--- src/hdl/tap_pkg.sv ---
// Purpose: shared constants and types for the boundary-scan tap controller
// Assumes: sys_clk at 25 MHz oversamples the test clock pin
// Notes: identification value is arbitrary
package tap_pkg;
  // ==========================================
  // instruction codes
  localparam int TAP_IR_W = 2;
  localparam logic [1:0] TAP_IR_EXTEST = 2'h0;
  localparam logic [1:0] TAP_IR_SAMPLE = 2'h1;
  localparam logic [1:0] TAP_IR_IDENT = 2'h2;
  localparam logic [1:0] TAP_IR_BYPASS = 2'h3;
  localparam logic [1:0] TAP_IR_CAPTURE = 2'h1;
  // ==========================================
  // register sizes, identification value and reset edge count
  localparam int TAP_CHAIN_LEN = 62;
  localparam int TAP_ID_W = 32;
  localparam logic [31:0] TAP_ID_VALUE = 32'h1234_5679;
  localparam int TAP_SYNC_STAGES = 2;
  localparam int TAP_RESET_TMS_EDGES = 5;
  // ==========================================
  // controller states
  typedef enum logic [3:0] {
    TAP_RESET, TAP_IDLE, TAP_SEL_DR, TAP_CAP_DR, TAP_SHIFT_DR, TAP_EXIT1_DR, TAP_PAUSE_DR,
    TAP_EXIT2_DR, TAP_UPD_DR, TAP_SEL_IR, TAP_CAP_IR, TAP_SHIFT_IR, TAP_EXIT1_IR,
    TAP_PAUSE_IR, TAP_EXIT2_IR, TAP_UPD_IR
  } tap_state_t;
endpackage

--- src/hdl/tap_ctrl.sv ---
// Purpose: boundary-scan test access port controller with instruction and data registers
// Assumes: test clock pin sampled by sys_clk (25 MHz); test clock period well above 4 sys_clk
// Notes: rising and falling test clock edges are found after a two-stage synchroniser
//
// Function
// - idle holds on low, selects DR on high
// - select DR: low captures, high selects IR
// - capture DR loads chain pins for extest/sample
// - capture DR: high exit1, low shift
// - shift DR moves selected register toward output
// - shift DR stays low, exit1 on high
// - exit1 DR: high update, low pause
// - pause DR holds; high goes exit2
// - exit2 DR: high update, low shift
// - update DR latches chain on falling edge
// - chain parallel output changes only in update
// - other states hold shift stages and instruction
// - select IR: low captures, high resets
// - capture IR loads fixed pattern 01
// - capture IR: high exit1, low shift
// - shift IR moves instruction, exit on high
// - exit1 IR: high update, low pause
// - pause IR holds; high goes exit2
// - exit2 IR: high update, low shift
// - update IR latches instruction on falling edge
// - two-bit instruction, lsb first, four codes
// - reset state forces identification instruction
// - five high mode-select edges reach reset
`timescale 1ns/100ps
module tap_ctrl
  import tap_pkg::*;
#(
  parameter int CHAIN_LEN = TAP_CHAIN_LEN,
  parameter logic [31:0] ID_VALUE = TAP_ID_VALUE
) (
  input wire logic sys_clk,
  input wire logic rst_n,
  input wire logic tck_pin,
  input wire logic tms_pin,
  input wire logic tdi_pin,
  output logic tdo_out,
  output logic tdo_oe,
  input wire logic [CHAIN_LEN-1:0] chain_pin_in,
  output logic [CHAIN_LEN-1:0] chain_par_out,
  output logic [1:0] cur_instr,
  output logic test_active,
  output logic extest_mode
);
  // ==========================================
  // pin synchronisers and edge detection
  logic tck_s;
  logic tms_s;
  logic tdi_s;
  logic tck_d_r;
  tap_sync u_sync_tck (.sys_clk(sys_clk), .rst_n(rst_n), .pin(tck_pin), .sync(tck_s));
  tap_sync u_sync_tms (.sys_clk(sys_clk), .rst_n(rst_n), .pin(tms_pin), .sync(tms_s));
  tap_sync u_sync_tdi (.sys_clk(sys_clk), .rst_n(rst_n), .pin(tdi_pin), .sync(tdi_s));

  always_ff @(posedge sys_clk or negedge rst_n) begin
    if (!rst_n) begin
      tck_d_r <= 1'b0;
    end else begin
      tck_d_r <= tck_s;
    end
  end

  wire tck_rise = tck_s & ~tck_d_r;
  wire tck_fall = ~tck_s & tck_d_r;

  // ==========================================
  // state register
  tap_state_t state_r;
  tap_state_t state_nxt;
  tap_next u_next (.cur(state_r), .tms(tms_s), .nxt(state_nxt));

  // tms-high walk ends in reset within five edges
  always_ff @(posedge sys_clk or negedge rst_n) begin
    if (!rst_n) begin
      state_r <= TAP_RESET;
    end else if (tck_rise) begin
      state_r <= state_nxt;
    end
  end

  // ==========================================
  // decodes
  wire in_reset = (state_r == TAP_RESET);
  wire in_cap_dr = (state_r == TAP_CAP_DR);
  wire in_shift_dr = (state_r == TAP_SHIFT_DR);
  wire in_upd_dr = (state_r == TAP_UPD_DR);
  wire in_cap_ir = (state_r == TAP_CAP_IR);
  wire in_shift_ir = (state_r == TAP_SHIFT_IR);
  wire in_upd_ir = (state_r == TAP_UPD_IR);
  wire sel_chain = (cur_instr == TAP_IR_EXTEST) || (cur_instr == TAP_IR_SAMPLE);
  wire sel_ident = (cur_instr == TAP_IR_IDENT);
  wire sel_bypass = (cur_instr == TAP_IR_BYPASS);

  // ==========================================
  // instruction register
  logic [TAP_IR_W-1:0] ir_shift_r;
  logic [TAP_IR_W-1:0] ir_shift_nxt;
  // lsb out first, tdi enters msb
  assign ir_shift_nxt = in_cap_ir ? TAP_IR_CAPTURE :
                        in_shift_ir ? {tdi_s, ir_shift_r[TAP_IR_W-1:1]} : ir_shift_r;

  always_ff @(posedge sys_clk or negedge rst_n) begin
    if (!rst_n) begin
      ir_shift_r <= TAP_IR_CAPTURE;
    end else if (tck_rise) begin
      ir_shift_r <= ir_shift_nxt;
    end
  end

  // entering reset forces ident on the same edge, so no cycle shows reset with a stale instruction
  wire to_reset = tck_rise & (state_nxt == TAP_RESET);

  // latch on falling edge in update
  always_ff @(posedge sys_clk or negedge rst_n) begin
    if (!rst_n) begin
      cur_instr <= TAP_IR_IDENT;
    end else if (in_reset || to_reset) begin
      cur_instr <= TAP_IR_IDENT;
    end else if (tck_fall && in_upd_ir) begin
      cur_instr <= ir_shift_r;
    end
  end

  // ==========================================
  // data registers
  logic [CHAIN_LEN-1:0] chain_r;
  logic [CHAIN_LEN-1:0] chain_nxt;
  logic [TAP_ID_W-1:0] id_r;
  logic [TAP_ID_W-1:0] id_nxt;
  logic bypass_r;
  logic bypass_nxt;
  wire chain_cap = in_cap_dr & sel_chain;
  wire chain_sh = in_shift_dr & sel_chain;
  assign chain_nxt = chain_cap ? chain_pin_in :
                     chain_sh ? {tdi_s, chain_r[CHAIN_LEN-1:1]} : chain_r;
  // identification loads its constant on capture; bypass captures zero
  assign id_nxt = (in_cap_dr & sel_ident) ? ID_VALUE :
                  (in_shift_dr & sel_ident) ? {tdi_s, id_r[TAP_ID_W-1:1]} : id_r;
  assign bypass_nxt = (in_cap_dr & sel_bypass) ? 1'b0 :
                      (in_shift_dr & sel_bypass) ? tdi_s : bypass_r;

  // data registers hold outside capture and shift
  always_ff @(posedge sys_clk or negedge rst_n) begin
    if (!rst_n) begin
      chain_r <= '0;
      id_r <= '0;
      bypass_r <= 1'b0;
    end else if (tck_rise) begin
      chain_r <= chain_nxt;
      id_r <= id_nxt;
      bypass_r <= bypass_nxt;
    end
  end

  // parallel output only in update, falling edge
  always_ff @(posedge sys_clk or negedge rst_n) begin
    if (!rst_n) begin
      chain_par_out <= '0;
    end else if (tck_fall && in_upd_dr && sel_chain) begin
      chain_par_out <= chain_r;
    end
  end

  // ==========================================
  // serial output
  wire dr_bit = sel_chain ? chain_r[0] : (sel_ident ? id_r[0] : bypass_r);
  wire tdo_sel = in_shift_ir ? ir_shift_r[0] : dr_bit;
  wire shifting = in_shift_dr | in_shift_ir;

  // drive on falling edge in shift states only
  // tester samples tdo on the next falling edge
  always_ff @(posedge sys_clk or negedge rst_n) begin
    if (!rst_n) begin
      tdo_out <= 1'b0;
      tdo_oe <= 1'b0;
    end else if (tck_fall) begin
      tdo_out <= shifting ? tdo_sel : 1'b0;
      tdo_oe <= shifting;
    end
  end

  // test logic inactive in reset; extest hands pins to the chain output
  assign test_active = ~in_reset;
  assign extest_mode = ~in_reset & (cur_instr == TAP_IR_EXTEST);
endmodule

--- src/hdl/tap_sync.sv ---
// Purpose: two flip-flop synchroniser for one pin
// Assumes: asynchronous pin input
// Notes: first stage read only by second stage
`timescale 1ns/100ps
module tap_sync (
  input wire logic sys_clk,
  input wire logic rst_n,
  input wire logic pin,
  output logic sync
);
  logic meta_r;
  always_ff @(posedge sys_clk or negedge rst_n) begin
    if (!rst_n) begin
      meta_r <= 1'b0;
      sync <= 1'b0;
    end else begin
      meta_r <= pin;
      sync <= meta_r;
    end
  end
endmodule

--- src/hdl/tap_next.sv ---
// Purpose: next-state function of the tap controller
// Assumes: evaluated at each rising test clock edge
// Notes: purely combinational
`timescale 1ns/100ps
module tap_next
  import tap_pkg::*;
(
  input tap_state_t cur,
  input wire logic tms,
  output tap_state_t nxt
);
  always_comb begin
    nxt = cur;
    unique case (cur)
      TAP_RESET: nxt = tms ? TAP_RESET : TAP_IDLE;
      TAP_IDLE: nxt = tms ? TAP_SEL_DR : TAP_IDLE;
      TAP_SEL_DR: nxt = tms ? TAP_SEL_IR : TAP_CAP_DR;
      TAP_CAP_DR: nxt = tms ? TAP_EXIT1_DR : TAP_SHIFT_DR;
      TAP_SHIFT_DR: nxt = tms ? TAP_EXIT1_DR : TAP_SHIFT_DR;
      TAP_EXIT1_DR: nxt = tms ? TAP_UPD_DR : TAP_PAUSE_DR;
      TAP_PAUSE_DR: nxt = tms ? TAP_EXIT2_DR : TAP_PAUSE_DR;
      TAP_EXIT2_DR: nxt = tms ? TAP_UPD_DR : TAP_SHIFT_DR;
      TAP_UPD_DR: nxt = tms ? TAP_SEL_DR : TAP_IDLE;
      TAP_SEL_IR: nxt = tms ? TAP_RESET : TAP_CAP_IR;
      TAP_CAP_IR: nxt = tms ? TAP_EXIT1_IR : TAP_SHIFT_IR;
      TAP_SHIFT_IR: nxt = tms ? TAP_EXIT1_IR : TAP_SHIFT_IR;
      TAP_EXIT1_IR: nxt = tms ? TAP_UPD_IR : TAP_PAUSE_IR;
      TAP_PAUSE_IR: nxt = tms ? TAP_EXIT2_IR : TAP_PAUSE_IR;
      TAP_EXIT2_IR: nxt = tms ? TAP_UPD_IR : TAP_SHIFT_IR;
      TAP_UPD_IR: nxt = tms ? TAP_SEL_DR : TAP_IDLE;
    endcase
  end
endmodule

--- config.mk ---
export PLATFORM = sky130hd
export DESIGN_NAME = tap_ctrl
export DESIGN_NICKNAME = d
export VERILOG_FILES = /design/src/hdl/tap_pkg.sv /design/src/hdl/tap_ctrl.sv /design/src/hdl/tap_sync.sv /design/src/hdl/tap_next.sv
export SDC_FILE = /design/constraint.sdc
export NUM_CORES = 1
export LEC_CHECK = 0
export BUFFER_PORTS_ARGS = -buffer_cell sky130_fd_sc_hd__clkbuf_2
export CORE_ASPECT_RATIO = 2
export CORE_MARGIN = 8
export CORE_UTILIZATION = 30
export CTS_CLUSTER_SIZE = 10
export DETAILED_ROUTE_END_ITERATION = 10
export GPL_ROUTABILITY_DRIVEN = 1
export SYNTH_ARGS = -nofsm -noshare
export SYNTH_HDL_FRONTEND = slang
export SYNTH_SLANG_ARGS = --single-unit
--- constraint.sdc ---
create_clock -name sys_clk -period 3.2 [get_ports sys_clk]
set_clock_uncertainty 0.15 [all_clocks]
set_input_delay 0.64 -clock sys_clk [delete_from_list [all_inputs] [get_ports sys_clk]]
set_output_delay 0.64 -clock sys_clk [all_outputs]
set_load 0.02 [all_outputs]
* After elaboration in Yosys (flattened, before gate mapping)
Cells that the tools add are included.
W data, S select, Z words.
** Cells by class
- Equality and inequality tests :: 18
- Mux-type cells :: 27
- Bitwise gates (word level) :: 14
- Reductions and logical operators :: 20
** Operator list (count)
- $mux W62 :: 2
- $mux W32 :: 2
- $pmux W4 S12 :: 1
- $eq A4 B4 Y1 const B :: 8
- $eq A4 B3 Y1 const B :: 4
- $mux W4 :: 4
- $mux W2 :: 7
- $and A1 B1 Y1 :: 10
- $reduce_bool A2 Y1 :: 5
- $mux W1 :: 9
- $eq A4 B2 Y1 const B :: 2
- $logic_not A4 Y1 :: 2
- $reduce_and A2 Y1 :: 4
- $mux W3 :: 2
- $eq A2 B2 Y1 const B :: 2
- $eq A4 B1 Y1 const B :: 1
- $reduce_or A2 Y1 :: 2
- $logic_and A1 B1 Y1 :: 3
- $not A1 Y1 :: 3
- $reduce_or A3 Y1 :: 1
- $eq A2 B1 Y1 const B :: 1
- $logic_not A2 Y1 :: 1
- $logic_or A1 B1 Y1 :: 2
- $or A1 B1 Y1 :: 1
** Storage, ports and cells
- Register bits :: 174
- Bits of input ports :: 67
- Output and inout bits :: 68
- Word-level logic and storage cells :: 95

* Longest topological paths before layout
- Word-level depth :: 7
- Depth in mapped cells :: 7
- Mapped depth without buffers :: 4

* By module
Synthesis repeated with hierarchy kept, for this count alone.
** Second synthesis, totals
- Cells, all modules :: 644
- Area total of the unflattened synthesis :: 7582.3 um2
** By module, submodules not included
- tap_ctrl :: times used 1, cells each 605, area each 7223.2 um2, sequential area each 4206.5 um2
- tap_next :: times used 1, cells each 33, area each 209.0 um2, sequential area each 0.0 um2
- tap_sync :: times used 3, cells each 2, area each 50.0 um2, sequential area each 50.0 um2

* Worst setup path after synthesis
OpenSTA, ideal clock, no wires.
- Path kind :: reg2out
- Start point :: register state_r[0]
- End point :: output port extest_mode
- Data arrival time :: 1.116 ns
- Path slack :: 1.294 ns
- Stages on the path, launching flop included :: 5
- Path through :: dfrtp_1 -> buf_2 -> nor2_1 -> nand2_1 -> and3_1
** Between the ends
- Cells in the longest elaborated chain, start to end :: 3
** Ends and longest elaborated chain
- start, declared :: RTL line tap_ctrl.sv:72 : tap_state_t state_r;
- start signal, assigned :: RTL line tap_ctrl.sv:81 : state_r <= state_nxt;
- $logic_not A4 Y1 :: RTL line tap_ctrl.sv:87 : wire in_reset = (state_r == TAP_RESET);
- $not A1 Y1
- via test_active :: RTL line tap_ctrl.sv:46 : output logic test_active,
- $and A1 B1 Y1 :: RTL line tap_ctrl.sv:188 : assign extest_mode = ~in_reset & (cur_instr == TAP_IR_EXTEST);
- end, declared :: RTL line tap_ctrl.sv:47 : output logic extest_mode
The timed path passes the listed nets, and every way through them passes these cells.

* Worst setup path in the final report
- Start point :: register state_r[0]
- End point :: output port extest_mode
** Between the ends
- Cells in the longest elaborated chain, start to end :: 3
** Ends and longest elaborated chain (RTL line)
- $logic_not A4 Y1 :: tap_ctrl.sv:87
- $not A1 Y1 :: tap_ctrl.sv:188
- $and A1 B1 Y1 :: tap_ctrl.sv:188
Every way passes these cells.

==> results.ini <==
[cts]
hold_buffers=0
cts_resized=0
worstSkewPairLatency_ps=420
cts.sinks=174
clk_pin_slew_ps=70
cts_tree=built
clockBufferDepth=2
cts-htree-levels=4
cts_buffers=17
post_cts_buffers=0
root_buffer=clkbuf_16

[finish]
area_growth_pct=19.4
drive_above_1_share=0.313
final_common_cell=dfrtp_1
regArea_um2=4360
diodes=0
multi_input_area_um2=2790
nets=832
num-fill-cells=2566
final_cell_mix=dfrtp_1 (172), clkbuf_2 (133), nand2_1 (105)

[setup_path]
cp_top_family=simple AND/OR/NAND/NOR gates
cp-start-kind=flip-flop
cpPeakStageDelay_ps=560
arrival_ps=1810
crit_path_max_fanout=17
crit_slowest_cell=dfrtp_1
crit_required_ps=2410
critPathCaptureType=output pin
critPathKind=reg -> out
crit_chain=nor2_1 -> nand2_1 -> and3_1 -> clkbuf_2
cp_num_buf_inv=1

[synth]
ys_seq_area_frac=0.583
ys_warn_count=0
async_reset_ff_frac=1.00
syn_nets=711
synth_area_um2=7480
synth_ff_type=dfrtp_1
synth_cell_types=40
synth_edf_count=0
ys_seq_elements=174
syn_area_per_cell_um2=11.6
syn_inst=644

[global_routing]
grt_pass1_vias=5254
antenna_found_initial=3
grt_max_degree=125
grt_pass1_wl_um=27900
grt_use_total=0.114
gr-total-overflow=0

[placement]
gp_congestion=0.794
io_buffers=134
place_ws_ps=779
dp_hpwl_um=11500

[pwr]
leakagePower_nw=4.43
p_per_area_nw_per_um2=610
ir_drop_uv=356

[sta]
finalSetupTns_ps=0
rsz0062_at_grt=no
fin_ws_ps=604
timing.fmax_mhz=385
setup_viol=0
fin_crit_sh=0.811
maxSlewHeadroom=0.490
worst_slew_pin_slew_ps=763
maxSlewViolCount=0
min_period_ps=2600
hold_violations=0

[routing]
vias=5146
antenna_left=0
vias_per_cell=4.63
wl_per_cell_um=15.2
wl_um=16900
first_pass_iters=4
drcViolationCount=0
drt-initial-drc-count=270

[floorplan]
ios=135
dieArea_um2=30500
die_w_um=128
initial_core_util=0.301
die_h_um=239
placementRows=82
core_um2=24800

[run]
max-cap-violations=0

[worst_hold_path]
min_path_type=in -> async

[run_status]
status=complete, no violations

[final cells by class]
| class | instances | share of cell area |
|---|---|---|
| Clock inverter | 8 | 0.00686 |
| Multi-Input combinational cell | 421 | 0.313 |
| Inverter | 7 | 0.00294 |
| Clock buffer | 22 | 0.0531 |
| Tap cell | 336 | 0.0471 |
| Timing Repair Buffer | 144 | 0.0898 |
| Sequential cell | 174 | 0.488 |
[worst register-to-register path: stages (launching register included)]
cell and delay (ps):
dfrtp_1 560, and2b_1 410, nand3_4 480, buf_12 420, mux2_2 300
[registers in the layout, summed over array words and instances (netlist names), 2 cells and up]
signal and flops:
chain_par_out 62, chain_r 62, id_r 32, state_r 4, cur_instr 2, ir_shift_r 2
[cells by family (layout without fill, tap and decap cells)]
family / Yosys count / after routing / synth area share
AND/OR/NAND/NOR: 198 / 198 / 0.117
flip-flops: 174 / 174 / 0.583
multiplexers: 127 / 127 / 0.181
AO/OA/AOI/OAI: 96 / 96 / 0.0751
buffers and inverters: 49 / 181 / 0.0452
[final timing paths]
path                                        startpoint                            end  slack (ps)  cells after the start
setup / recovery                state_r[0]$_DFFE_PN0P_                    extest_mode         600                      4
hold / removal                                   rst_n            id_r[3]$_DFFE_PN0P_          60                      1
setup reg to reg                state_r[2]$_DFFE_PN0P_  chain_par_out[29]$_DFFE_PN0P_         760                      4
hold reg to reg            u_sync_tdi.meta_r$_DFF_PN0_      u_sync_tdi.sync$_DFF_PN0_         200                      0
max in group asynchronous                        rst_n   chain_par_out[8]$_DFFE_PN0P_        2020                      2
min in group sys_clk                           tms_pin    u_sync_tms.meta_r$_DFF_PN0_         170                      1
[cells in the mapped netlist (2+ instances only)]
master / count / area, µm²
a32oi_1: 2 / 17.5
dfstp_2: 2 / 52.6
buf_4: 8 / 60.1
o31ai_1: 3 / 22.5
dfrtp_1: 172 / 4300
a31oi_1: 2 / 12.5
o21ai_1: 61 / 305
nand2_1: 105 / 394
buf_12: 6 / 120
a21oi_1: 6 / 30.0
mux2i_1: 64 / 641
nor2b_1: 4 / 25.0
and3_1: 3 / 18.8
o21ai_0: 10 / 50.1
buf_2: 15 / 75.1
clkbuf_1: 12 / 45.0
nand2b_1: 2 / 12.5
inv_1: 7 / 26.3
nand3_1: 20 / 100
mux2_2: 63 / 709
nor3_1: 18 / 90.1
a211oi_1: 3 / 22.5
nor2_1: 38 / 143
o211ai_1: 2 / 15.0
[report_power, final]
group	internal [mW]	switching, mW	leakage [nW]
Sequential	2.48	0.250	2.03
Clock	1.05	0.849	0.251
Combinational	0.331	0.488	2.15
Total	3.87	1.59	4.43
[metal layers]
layer  vias up  GRT usage  wire length [µm]
met4         6     0.0323               210
met2       165      0.158              6930
met1      2488      0.152              8050
li1       2462          -                 -
met3        25     0.0569              1680
met5         -          0                36
[metrics by stage]
stage	power [mW]	cells	hold WS (ps)	utilization	area [µm²]
2_1_floorplan	3.32	644	181	-	7480
3_3_place_gp	3.55	1082	185	0.338	8400
3_5_place_dp	3.60	1082	185	0.338	8400
4_1_cts	5.52	1112	88.5	0.360	8930
5_1_grt	5.75	1112	113	0.360	8930
6_report	5.45	1112	64.0	0.360	8930
(Power assumes the default switching activity.)
